File: src/lcf_consts.vh
// constants for the link control field handler: register offsets,
// control field encodings, address kinds, precedence and timing.
// assumes inclusion by bare name from every design file.
`ifndef LCF_CONSTS_VH
`define LCF_CONSTS_VH
// register indices on the plain register port
`define REG_CTRL 4'h0
`define REG_TOL 4'h1
`define REG_OWN 4'h2
`define REG_STAT 4'h3
`define REG_DUPS 4'h4
`define REG_DISC 4'h5
// control register field positions
`define CTRL_BUSY 0
`define CTRL_SEND_RR 1
`define CTRL_SEND_NR 2
`define CTRL_KIND_LO 4
// reset values
`define RST_TOL 16'h0064
`define RST_OWN 8'h02
// connectionless control fields, bit 1 of the field in bit 0
`define CF_UI 8'h03
`define CF_RR_CMD 8'h23
`define CF_RR_RSP 8'h33
`define CF_NR_CMD 8'h0b
`define CF_NR_RSP 8'h1b
`define CF_TEST 8'he3
`define CF_PF_MASK 8'h10
// command/response bit values of a command and of a response in the source address
`define CR_CMD 1'b0
`define CR_RSP 1'b1
// destination address kinds
`define KIND_IND 2'h0
`define KIND_SPC 2'h1
`define KIND_GRP 2'h2
`define KIND_GLB 2'h3
// precedence, larger is more urgent
`define PREC_MID 2'h1
// test information field limit in octets
`define TEST_MAX_OCT 8'h80
// time stamp tick and its cycle count at 10 mhz
`define TICK_NS 100000
`define CLK_NS 100
`define TICK_CYC ((`TICK_NS + `CLK_NS - 1) / `CLK_NS)
`define ACK_TICKS 16'h03e8
`endif

File: src/ctrl_decode.v
// connectionless control field decoder, purely combinational.
// assumes the field arrives with its first sent bit in bit 0.
`default_nettype none
`include "lcf_consts.vh"
module ctrl_decode (
	// field in
	input wire [7:0] cf,
	// decoded kind
	output wire is_ui,
	output wire is_rr_cmd,
	output wire is_rr_rsp,
	output wire is_nr_cmd,
	output wire is_nr_rsp,
	output wire is_test,
	output wire pf,
	output wire known
);
	wire [7:0] base;
	assign base = cf & ~`CF_PF_MASK;
	assign pf = cf[4];
	assign is_ui = (base == `CF_UI);
	assign is_rr_cmd = (cf == `CF_RR_CMD);
	assign is_rr_rsp = (cf == `CF_RR_RSP);
	assign is_nr_cmd = (cf == `CF_NR_CMD);
	assign is_nr_rsp = (cf == `CF_NR_RSP);
	assign is_test = (base == `CF_TEST);
	assign known = is_ui | is_rr_cmd | is_rr_rsp | is_nr_cmd | is_nr_rsp |
		is_test;
endmodule // ctrl_decode
`default_nettype wire

File: src/ctrl_shifter.v
// least significant bit first shifter for 8 or 16 bit control fields.
// assumes load is only honoured while idle.
`default_nettype none
`include "lcf_consts.vh"
module ctrl_shifter (
	// clock and reset
	input wire clk,
	input wire rst_n,
	// load side
	input wire load,
	input wire [15:0] ld_data,
	input wire ld_len16,
	// bit stream out
	output reg bit_out,
	output reg bit_valid,
	output reg busy
);
	reg [15:0] sh_r;
	reg [4:0] cnt_r;
	always @(posedge clk or negedge rst_n) begin
		if (!rst_n) begin
			sh_r <= 16'h0000;
			cnt_r <= 5'h00;
			bit_out <= 1'b0;
			bit_valid <= 1'b0;
			busy <= 1'b0;
		end else if (load && !busy) begin
			sh_r <= ld_data;
			cnt_r <= ld_len16 ? 5'h10 : 5'h08;
			busy <= 1'b1;
			bit_valid <= 1'b0;
		end else if (busy) begin
			bit_out <= sh_r[0];
			bit_valid <= 1'b1;
			sh_r <= {1'b0, sh_r[15:1]};
			cnt_r <= cnt_r - 5'h01;
			busy <= (cnt_r != 5'h01);
		end else begin
			bit_valid <= 1'b0;
		end
	end
endmodule // ctrl_shifter
`default_nettype wire

File: src/link_control_field_handler.v
// link control field handler: connectionless control field decode and
// answer, acked connectionless duplicate filter, urgent response slot,
// numbered info field builder and lsb first control field shifter.
// assumes rx descriptors and tx takes come from logic on clk.
`default_nettype none
`include "lcf_consts.vh"
module link_control_field_handler #(
	parameter LOG_N = 8,
	parameter TW = 16,
	parameter MAX_ADDR = 8,
	parameter [15:0] ACK_TICKS = `ACK_TICKS
) (
	// clock and reset
	input wire clk,
	input wire rst_n,
	// register port
	input wire [3:0] reg_addr,
	input wire [15:0] reg_wdata,
	input wire reg_wr,
	input wire reg_rd,
	output reg [15:0] reg_rdata,
	// received unit, one pulse per destination address
	input wire rx_valid,
	input wire rx_first,
	input wire [7:0] rx_src,
	input wire [7:0] rx_dst,
	input wire [1:0] rx_kind,
	input wire [7:0] rx_ctrl,
	input wire rx_acked,
	input wire [7:0] rx_id,
	input wire [1:0] rx_prec,
	input wire [7:0] rx_info_len,
	input wire rx_info_ok,
	// receive verdict
	output reg rx_accept,
	output reg rx_discard,
	output reg rx_dup,
	output reg rx_is_cmd,
	output reg peer_busy,
	// transmit queue state
	input wire [1:0] q_max_prec,
	input wire q_fpo_pending,
	// urgent response slot
	input wire resp_take,
	output reg resp_valid,
	output reg [7:0] resp_ctrl,
	output reg [7:0] resp_src,
	output reg [7:0] resp_dst,
	output reg [1:0] resp_prec,
	output reg resp_echo,
	output reg resp_hold,
	output reg resp_after_fpo,
	// delivery receipt request
	input wire drr_take,
	output reg drr_valid,
	output reg [7:0] drr_dst,
	output reg [7:0] drr_id,
	output reg [1:0] drr_prec,
	// ready and not ready commands
	input wire cmd_take,
	output reg cmd_valid,
	output reg [7:0] cmd_ctrl,
	output reg [7:0] cmd_src,
	output reg [1:0] cmd_kind,
	// numbered info field builder
	input wire ni_req,
	input wire [6:0] ni_ns,
	input wire [6:0] ni_nr,
	input wire ni_pf,
	input wire ni_group,
	output reg [15:0] ni_ctrl,
	// serial control field
	output wire ser_bit,
	output wire ser_valid,
	output wire ser_busy
);
	localparam [31:0] TOL_FULL = 3 * ACK_TICKS;
	localparam [TW-1:0] TOL_MAX = TOL_FULL[TW-1:0];
	localparam [31:0] TICK_FULL = `TICK_CYC - 1;
	localparam [9:0] TICK_LAST = TICK_FULL[9:0];
	// registers
	reg busy_r, busy_d_r;
	reg [1:0] kind_r;
	reg [TW-1:0] tol_r;
	reg [7:0] own_r;
	reg [15:0] dups_r, disc_r;
	// time base
	reg [9:0] tick_r;
	reg [TW-1:0] now_r;
	// duplicate log
	reg [LOG_N-1:0] lv_r;
	reg [7:0] la_r [0:LOG_N-1];
	reg [7:0] li_r [0:LOG_N-1];
	reg [TW-1:0] lt_r [0:LOG_N-1];
	reg [2:0] wp_r;
	// multi address bookkeeping
	reg [7:0] f_ctrl_r;
	reg [7:0] seen_r [0:MAX_ADDR-1];
	reg [3:0] nseen_r;
	reg f_bad_r;
	integer i;
	function [TW-1:0] age;
		input [TW-1:0] t;
		begin
			age = now_r - t;
		end
	endfunction
	// decode of the incoming field
	wire d_ui, d_rrc, d_rrr, d_nrc, d_nrr, d_test, d_pf, d_known;
	ctrl_decode u_dec (
		.cf(rx_ctrl),
		.is_ui(d_ui),
		.is_rr_cmd(d_rrc),
		.is_rr_rsp(d_rrr),
		.is_nr_cmd(d_nrc),
		.is_nr_rsp(d_nrr),
		.is_test(d_test),
		.pf(d_pf),
		.known(d_known)
	);
	reg hit;
	reg seen_hit;
	always @* begin
		hit = 1'b0;
		seen_hit = 1'b0;
		for (i = 0; i < LOG_N; i = i + 1)
			if (lv_r[i] && la_r[i] == rx_src && li_r[i] == rx_id &&
				age(lt_r[i]) <= tol_r)
				hit = 1'b1;
		for (i = 0; i < MAX_ADDR; i = i + 1)
			if (i < nseen_r && seen_r[i] == rx_dst)
				seen_hit = 1'b1;
	end
	// command when source lsb is clear
	wire is_cmd = (rx_src[0] == `CR_CMD);
	wire ind = (rx_kind == `KIND_IND);
	// same type and no repeated individual address
	wire mix_bad = !rx_first &&
		(f_bad_r || ((rx_ctrl ^ f_ctrl_r) & ~`CF_PF_MASK) != 8'h00 ||
		(ind && seen_hit));
	wire test_big = d_test && rx_info_len > `TEST_MAX_OCT;
	wire t1_bad = !rx_acked && (!d_known || test_big);
	wire drop = mix_bad || t1_bad || (rx_acked && hit);
	// response generation
	reg r_new, r_echo, r_hold;
	reg [7:0] r_ctrl;
	always @* begin
		r_new = 1'b0;
		r_echo = 1'b0;
		r_hold = 1'b0;
		r_ctrl = `CF_RR_RSP;
		if (rx_valid && !drop && !rx_acked && is_cmd) begin
			if (d_ui && d_pf && ind) begin
				r_new = 1'b1;
				r_hold = 1'b1;
				// ready response, not ready when busy
				r_ctrl = busy_r ? `CF_NR_RSP : `CF_RR_RSP;
			end else if (d_test && d_pf && ind) begin
				r_new = 1'b1;
				r_hold = 1'b1;
				r_ctrl = `CF_TEST | `CF_PF_MASK;
			end else if (d_test && !d_pf) begin
				// echo field if it can be taken
				r_new = 1'b1;
				r_echo = rx_info_ok && rx_info_len != 8'h00;
				r_ctrl = `CF_TEST;
			end
			// polled test to group or global: no answer
		end
	end
	wire refuse = busy_r && (d_ui || rx_acked);
	wire w_ctrl = reg_wr && reg_addr == `REG_CTRL;
	wire cmd_rr = (w_ctrl && reg_wdata[`CTRL_SEND_RR]) ||
		(busy_d_r && !busy_r);
	wire cmd_nr = (w_ctrl && reg_wdata[`CTRL_SEND_NR]) ||
		(!busy_d_r && busy_r);
	// precedence is the greater of queued and mid
	wire [1:0] up_prec = (q_max_prec > `PREC_MID) ? q_max_prec :
		`PREC_MID;
	always @(posedge clk or negedge rst_n) begin
		if (!rst_n) begin
			busy_r <= 1'b0;
			busy_d_r <= 1'b0;
			kind_r <= `KIND_GLB;
			tol_r <= `RST_TOL;
			own_r <= `RST_OWN;
			reg_rdata <= 16'h0000;
		end else begin
			busy_d_r <= busy_r;
			if (w_ctrl) begin
				busy_r <= reg_wdata[`CTRL_BUSY];
				kind_r <= reg_wdata[`CTRL_KIND_LO+1:`CTRL_KIND_LO];
			end
			// tolerance clamped to three ack timers
			if (reg_wr && reg_addr == `REG_TOL)
				tol_r <= (reg_wdata[TW-1:0] > TOL_MAX) ? TOL_MAX :
					reg_wdata[TW-1:0];
			if (reg_wr && reg_addr == `REG_OWN)
				own_r <= {reg_wdata[7:1], 1'b0};
			reg_rdata <= 16'h0000;
			if (reg_rd) begin
				case (reg_addr)
				`REG_CTRL: reg_rdata <= {10'h000, kind_r, 3'h0, busy_r};
				`REG_TOL: reg_rdata <= tol_r;
				`REG_OWN: reg_rdata <= {8'h00, own_r};
				`REG_STAT: reg_rdata <= {12'h000, ser_busy, peer_busy,
					cmd_valid, resp_valid};
				`REG_DUPS: reg_rdata <= dups_r;
				`REG_DISC: reg_rdata <= disc_r;
				default: reg_rdata <= 16'h0000;
				endcase
			end
		end
	end
	// time base and duplicate log
	always @(posedge clk or negedge rst_n) begin : log_upd
		integer j;
		if (!rst_n) begin
			tick_r <= 10'h000;
			now_r <= {TW{1'b0}};
			lv_r <= {LOG_N{1'b0}};
			wp_r <= 3'h0;
			for (j = 0; j < LOG_N; j = j + 1) begin
				la_r[j] <= 8'h00;
				li_r[j] <= 8'h00;
				lt_r[j] <= {TW{1'b0}};
			end
		end else begin
			tick_r <= (tick_r == TICK_LAST) ? 10'h000 : tick_r + 10'h001;
			if (tick_r == TICK_LAST)
				now_r <= now_r + 1'b1;
			for (j = 0; j < LOG_N; j = j + 1)
				if (age(lt_r[j]) > tol_r)
					lv_r[j] <= 1'b0;
			// stamp arrival with address and id
			if (rx_valid && rx_acked && rx_first && !hit) begin
				la_r[wp_r] <= rx_src;
				li_r[wp_r] <= rx_id;
				lt_r[wp_r] <= now_r;
				lv_r[wp_r] <= 1'b1;
				wp_r <= wp_r + 3'h1;
			end
		end
	end
	// receive verdict and multi address tracking
	always @(posedge clk or negedge rst_n) begin : verdict_upd
		integer m;
		if (!rst_n) begin
			rx_accept <= 1'b0;
			rx_discard <= 1'b0;
			rx_dup <= 1'b0;
			rx_is_cmd <= 1'b0;
			peer_busy <= 1'b0;
			dups_r <= 16'h0000;
			disc_r <= 16'h0000;
			f_ctrl_r <= 8'h00;
			f_bad_r <= 1'b0;
			nseen_r <= 4'h0;
			for (m = 0; m < MAX_ADDR; m = m + 1)
				seen_r[m] <= 8'h00;
		end else begin
			rx_accept <= rx_valid && !drop && !refuse &&
				(rx_acked || d_ui || (d_test && !is_cmd));
			rx_discard <= rx_valid && (drop || refuse);
			rx_dup <= rx_valid && rx_acked && hit && !mix_bad;
			rx_is_cmd <= rx_valid && is_cmd;
			if (rx_valid && !drop && !rx_acked && (d_rrc || d_rrr))
				peer_busy <= 1'b0;
			if (rx_valid && !drop && !rx_acked && (d_nrc || d_nrr))
				peer_busy <= 1'b1;
			if (rx_valid && rx_acked && hit && !mix_bad)
				dups_r <= dups_r + 16'h0001;
			if (rx_valid && (drop || refuse))
				disc_r <= disc_r + 16'h0001;
			if (rx_valid) begin
				if (rx_first) begin
					f_ctrl_r <= rx_ctrl;
					f_bad_r <= 1'b0;
					seen_r[0] <= rx_dst;
					nseen_r <= 4'h1;
				end else begin
					f_bad_r <= mix_bad;
					if (nseen_r < MAX_ADDR) begin
						seen_r[nseen_r[2:0]] <= rx_dst;
						nseen_r <= nseen_r + 4'h1;
					end
				end
			end
		end
	end
	// response slot, delivery receipts and commands
	always @(posedge clk or negedge rst_n) begin
		if (!rst_n) begin
			resp_valid <= 1'b0;
			resp_ctrl <= 8'h00;
			resp_src <= 8'h00;
			resp_dst <= 8'h00;
			resp_prec <= 2'h0;
			resp_echo <= 1'b0;
			resp_hold <= 1'b0;
			resp_after_fpo <= 1'b0;
			drr_valid <= 1'b0;
			drr_dst <= 8'h00;
			drr_id <= 8'h00;
			drr_prec <= 2'h0;
			cmd_valid <= 1'b0;
			cmd_ctrl <= 8'h00;
			cmd_src <= 8'h00;
			cmd_kind <= 2'h0;
		end else begin
			if (resp_take)
				resp_valid <= 1'b0;
			if (r_new && (!resp_valid || resp_take)) begin
				resp_valid <= 1'b1;
				resp_ctrl <= r_ctrl;
				// own individual address, response bit set
				resp_src <= {own_r[7:1], `CR_RSP};
				resp_dst <= {rx_src[7:1], 1'b0};
				resp_prec <= up_prec;
				resp_echo <= r_echo;
				resp_hold <= r_hold;
				resp_after_fpo <= q_fpo_pending;
			end
			if (drr_take)
				drr_valid <= 1'b0;
			if (rx_valid && rx_acked && ind && !drop && !refuse &&
				(!drr_valid || drr_take)) begin
				drr_valid <= 1'b1;
				drr_dst <= {rx_src[7:1], 1'b0};
				drr_id <= rx_id;
				drr_prec <= rx_prec;
			end
			if (cmd_take)
				cmd_valid <= 1'b0;
			if ((cmd_rr || cmd_nr) && (!cmd_valid || cmd_take)) begin
				cmd_valid <= 1'b1;
				cmd_ctrl <= cmd_nr ? `CF_NR_CMD : `CF_RR_CMD;
				cmd_src <= {own_r[7:1], `CR_CMD};
				cmd_kind <= kind_r;
			end
		end
	end
	// numbered field, sequence numbers zero for group, shared base
	wire [15:0] ni_field = ni_group ? {7'h00, ni_pf, 8'h00} :
		{ni_nr, ni_pf, ni_ns, 1'b0};
	always @(posedge clk or negedge rst_n) begin
		if (!rst_n)
			ni_ctrl <= 16'h0000;
		else if (ni_req)
			ni_ctrl <= ni_field;
	end
	// lsb first onto the physical layer
	wire sh_resp = resp_take && resp_valid;
	wire sh_cmd = cmd_take && cmd_valid && !sh_resp;
	wire sh_load = sh_resp || sh_cmd || ni_req;
	wire [15:0] sh_data = sh_resp ? {8'h00, resp_ctrl} :
		sh_cmd ? {8'h00, cmd_ctrl} : ni_field;
	ctrl_shifter u_sh (
		.clk(clk),
		.rst_n(rst_n),
		.load(sh_load),
		.ld_data(sh_data),
		.ld_len16(!sh_resp && !sh_cmd),
		.bit_out(ser_bit),
		.bit_valid(ser_valid),
		.busy(ser_busy)
	);
endmodule // link_control_field_handler
`default_nettype wire

File: config.mk
export PLATFORM = sky130hd
export DESIGN_NAME = link_control_field_handler
export DESIGN_NICKNAME = d
export VERILOG_FILES = /design/src/ctrl_decode.v /design/src/ctrl_shifter.v /design/src/link_control_field_handler.v
export VERILOG_INCLUDE_DIRS = /design/src
export SDC_FILE = /design/constraint.sdc
export NUM_CORES = 1
export LEC_CHECK = 0
export BUFFER_PORTS_ARGS = -buffer_cell sky130_fd_sc_hd__buf_2
export CELL_PAD_IN_SITES_DETAIL_PLACEMENT = 1
export CELL_PAD_IN_SITES_GLOBAL_PLACEMENT = 1
export CORE_MARGIN = 3
export CORE_UTILIZATION = 49
export DETAILED_ROUTE_END_ITERATION = 8
export PLACE_DENSITY = 0.83
export SYNTH_ARGS = -nofsm -noshare
export SYNTH_HDL_FRONTEND = slang
export SYNTH_SLANG_ARGS = --single-unit
File: constraint.sdc
create_clock -name clk -period 7.9 [get_ports clk]
set_clock_uncertainty 0.2 [all_clocks]
set_input_delay 1.58 -clock clk [delete_from_list [all_inputs] [get_ports clk]]
set_output_delay 1.58 -clock clk [all_outputs]
set_load 0.02 [all_outputs]
==> flow_summary.json <==
{
  "status": "completed",
  "die_height_um": 265,
  "dr_wl_met2_um": 52100,
  "synth_top_cells_by_count": "dfrtp_1, mux2_2, ha_1, inv_1, xnor2_1",
  "max_slew_margin": 0.237,
  "grt_pass1_wl_um": 163000,
  "yosysMostFrequentCell": "dfrtp_1",
  "yosys_most_used_dff": "dfrtp_1",
  "path_cells": "inv_1 > ha_1 > fa_1 > nor2b_1 > o21ai_0 > a21boi_0 > o21ai_0 > a21boi_0 > o2111ai_1 > nand3_1 > a211o_1 > nand3_1 > ha_1 > nand4_1 > or4_1 > a21o_1 > a31oi_1 > o22ai_1 > nor3_4 > nand4_1 > buf_4 > or4_1 > buf_4 > mux2_2",
  "cts_setup_buffers": 0,
  "path_class": "reg2reg",
  "routed_wl_um": 104000,
  "clk_pin_slew_worst_paths_ns": 0.06,
  "finalSetupTns_ns": 0,
  "highest_layer": "met4",
  "syn-cell-area_um2": 33000,
  "ys_seq_elements": 544,
  "hold_class": "reg2reg",
  "syn-instance-count": 3136,
  "clkPwrFrac": 0.300,
  "dp_hpwl_um": 68700,
  "nets": 3658,
  "syn_area_per_cell_um2": 10.5,
  "critPathMaxStageDelay_ns": 0.61,
  "swShare": 0.347,
  "met1Wirelength_um": 42200,
  "place_inst": 4098,
  "path_delay_family": "simple AND/OR/NAND/NOR gates",
  "cp.buffers_inverters": 3,
  "htree_levels": 2,
  "grt_pass1_vias": 28530,
  "switchingPower_mw": 3.61,
  "drt_iter0_markers": 1616,
  "fmax_mhz": 133,
  "clock_latency_ns": 0.65,
  "drive_gt1_frac": 0.220,
  "port-buffer-count": 193,
  "worst_path_max_delay_cell": "or4_1",
  "power.internal_mw": 6.78,
  "route.detailed.drc": 0,
  "area_growth_pct": 11.8,
  "wire_per_inst_um": 24.6,
  "p_leak_nw": 17.5,
  "synth_edf_count": 0,
  "die_w_um": 265,
  "cp.required_ns": 8.19,
  "final_cells": 4214,
  "row_count": 94,
  "fill_cells": 7135,
  "start_kind": "flip-flop",
  "period_share": 0.954,
  "gr-usage-all-layers": 0.293,
  "cp-end-kind": "flip-flop",
  "synth-async-reset-ratio": 1.00,
  "tightest_slew_ns": 1.14,
  "clk_path_buf_depth": 3,
  "cts_resized": 0,
  "drv_cap": 0,
  "seq_area_frac_synth": 0.413,
  "antenna_left": 0,
  "dpl_worst_slack_ns": 0.615,
  "p_seq_frac": 0.379,
  "powerDensity_nw_per_um2": 282,
  "yosysTopAreaCell": "dfrtp_1",
  "setup_viol": 0,
  "ir_drop_v": 0.000262,
  "grt_max_degree": 148,
  "synth_area_leaders": "dfrtp_1, mux2_2, ha_1",
  "synth_cell_types": 81,
  "wl_met3_um": 4550,
  "cts_tree": "built",
  "synth_top_area_frac": 0.409,
  "cts_sinks": 544,
  "worstPathArrival_ns": 7.82,
  "first_pass_iters": 7,
  "ios": 203,
  "vias_per_cell": 6.05,
  "cts_root_buf": "clkbuf_16",
  "yosysWarnings": 0,
  "cp_max_fo": 17,
  "cts_buffers": 61,
  "rsz0062_at_grt": "false",
  "grt.overflow.total": 0,
  "setup_slack_ns": 0.365,
  "coreArea_um2": 66200,
  "hold_viol_final": 0,
  "gp_congestion": 0.865,
  "start_util": 0.498,
  "finalMaxSlewViolations": 0,
  "comb_power_share": 0.321,
  "fin_crit_ns": 7.53,
  "grt_antenna_before_repair": 4,
  "vias": 25502,
  "cts_hold_buf": 0,
  "die_area_um2": 70400
}
[through the flow]
| stage | utilization | hold WS [ns] | power, mW | instance area (um^2) |
|---|---|---|---|---|
| 6_report | 0.556 | 0.289 | 10.4 | 36800 |
| 5_1_grt | 0.556 | 0.311 | 11.0 | 36800 |
| 4_1_cts | 0.556 | 0.291 | 10.4 | 36800 |
| 3_5_place_dp | 0.524 | 0.262 | 7.15 | 34700 |
| 3_3_place_gp | 0.524 | 0.256 | 6.81 | 34700 |
| 2_1_floorplan | - | 0.242 | 6.18 | 33000 |
[layer usage]
metal | up-vias | GRT usage
met4 | 0 | 0.138
met5 | - | 0
met1 | 13179 | 0.355
li1 | 11363 | -
met2 | 669 | 0.515
met3 | 291 | 0.0404
[cell usage in the layout (no fill, tap or decap), types with 11 or more instances in the layout]
| cell | instances |
|---|---|
| o31ai_1 | 11 |
| nor2_1 | 149 |
| o21ai_0 | 106 |
| a211oi_1 | 20 |
| dfrtp_1 | 538 |
| clkinv_2 | 14 |
| or3_1 | 18 |
| a21o_1 | 17 |
| nor2b_1 | 39 |
| xnor2_1 | 177 |
| or2_2 | 11 |
| xor2_1 | 164 |
| nand2_1 | 160 |
| mux2_2 | 369 |
| o2111ai_1 | 21 |
| a222oi_1 | 14 |
| mux2i_1 | 25 |
| a21oi_1 | 130 |
| clkbuf_8 | 13 |
| a21boi_0 | 21 |
| buf_4 | 34 |
| nor4_1 | 44 |
| buf_2 | 192 |
| and3_1 | 47 |
| nand2b_1 | 31 |
| nand3_1 | 78 |
| clkbuf_16 | 61 |
| o211ai_1 | 26 |
| inv_1 | 240 |
| nand4_1 | 55 |
| nor3_1 | 60 |
| ha_1 | 258 |
[layout make-up]
type / count / area, um^2 / area share
multi-input cells: 2218 / 17800 / 0.482
flip-flops and latches: 544 / 13600 / 0.370
well taps: 864 / 1080 / 0.0293
diodes: 3 / 7.51 / 0.000204
inverters: 242 / 908 / 0.0247
clock buffers: 84 / 1740 / 0.0473
clock inverters: 29 / 433 / 0.0117
repair buffers: 230 / 1290 / 0.0350
[worst register-to-register path: stages (launching register included)]
cell,delay (ns)
dfrtp_1,0.53
inv_1,0.29
ha_1,0.32
fa_1,0.42
nor2b_1,0.18
o21ai_0,0.13
a21boi_0,0.30
o21ai_0,0.16
a21boi_0,0.38
o2111ai_1,0.20
nand3_1,0.16
a211o_1,0.14
nand3_1,0.09
ha_1,0.34
nand4_1,0.16
or4_1,0.61
a21o_1,0.20
a31oi_1,0.38
o22ai_1,0.29
nor3_4,0.34
nand4_1,0.21
buf_4,0.30
or4_1,0.53
buf_4,0.27
mux2_2,0.31
[worst paths after layout]
| path | from | endpoint | slack [ns] | depth (start not counted) |
|---|---|---|---|---|
| worst max-delay path | now_r[0]$_DFFE_PN0N_ | lt_r[126]$_DFFE_PN0P_ | 0.37 | 24 |
| worst min-delay path | kind_r[1]$_DFFE_PN1P_ | kind_r[1]$_DFFE_PN1P_ | 0.29 | 2 |
| worst max register to register | now_r[0]$_DFFE_PN0N_ | lt_r[126]$_DFFE_PN0P_ | 0.37 | 24 |
| worst min register to register | kind_r[1]$_DFFE_PN1P_ | kind_r[1]$_DFFE_PN1P_ | 0.29 | 2 |
| max in group asynchronous | rst_n | seen_r[45]$_DFFE_PN0P_ | 5.43 | 2 |
| min in group asynchronous | rst_n | lt_r[14]$_DFFE_PN0P_ | 0.78 | 1 |
[state kept, by name (all words and copies together), names as in the netlist, 10 cells and up]
name and count:
seen_r 64, ni_ctrl 15, tick_r 10, dups_r 16, u_sh.sh_r 16, now_r 16, la_r 64, disc_r 16
lt_r 128, tol_r 16, reg_rdata 16, li_r 64
[cells by family (layout without fill, tap and decap cells)]
group | after synthesis | in the layout | synth area share
other | 1 | 12 | 0.000114
multiplexers | 396 | 396 | 0.134
XOR/XNOR | 341 | 341 | 0.0906
buffers and inverters | 382 | 585 | 0.0496
AND/OR/NAND/NOR | 746 | 746 | 0.118
flip-flops | 544 | 544 | 0.413
adder cells (fa/ha/maj) | 266 | 266 | 0.103
AO/OA/AOI/OAI | 460 | 460 | 0.0908
[power groups by stage]
stage          logic [mW]  clock network (mW)  registers, mW
2_1_floorplan        2.36                   0           3.82
3_3_place_gp         2.94                   0           3.87
3_5_place_dp         3.20                   0           3.95
4_1_cts              3.32                3.16           3.93
5_1_grt              3.68                3.27           4.00
6_report             3.33                3.12           3.94
Note: power is estimated with default switching activity, not from simulation.
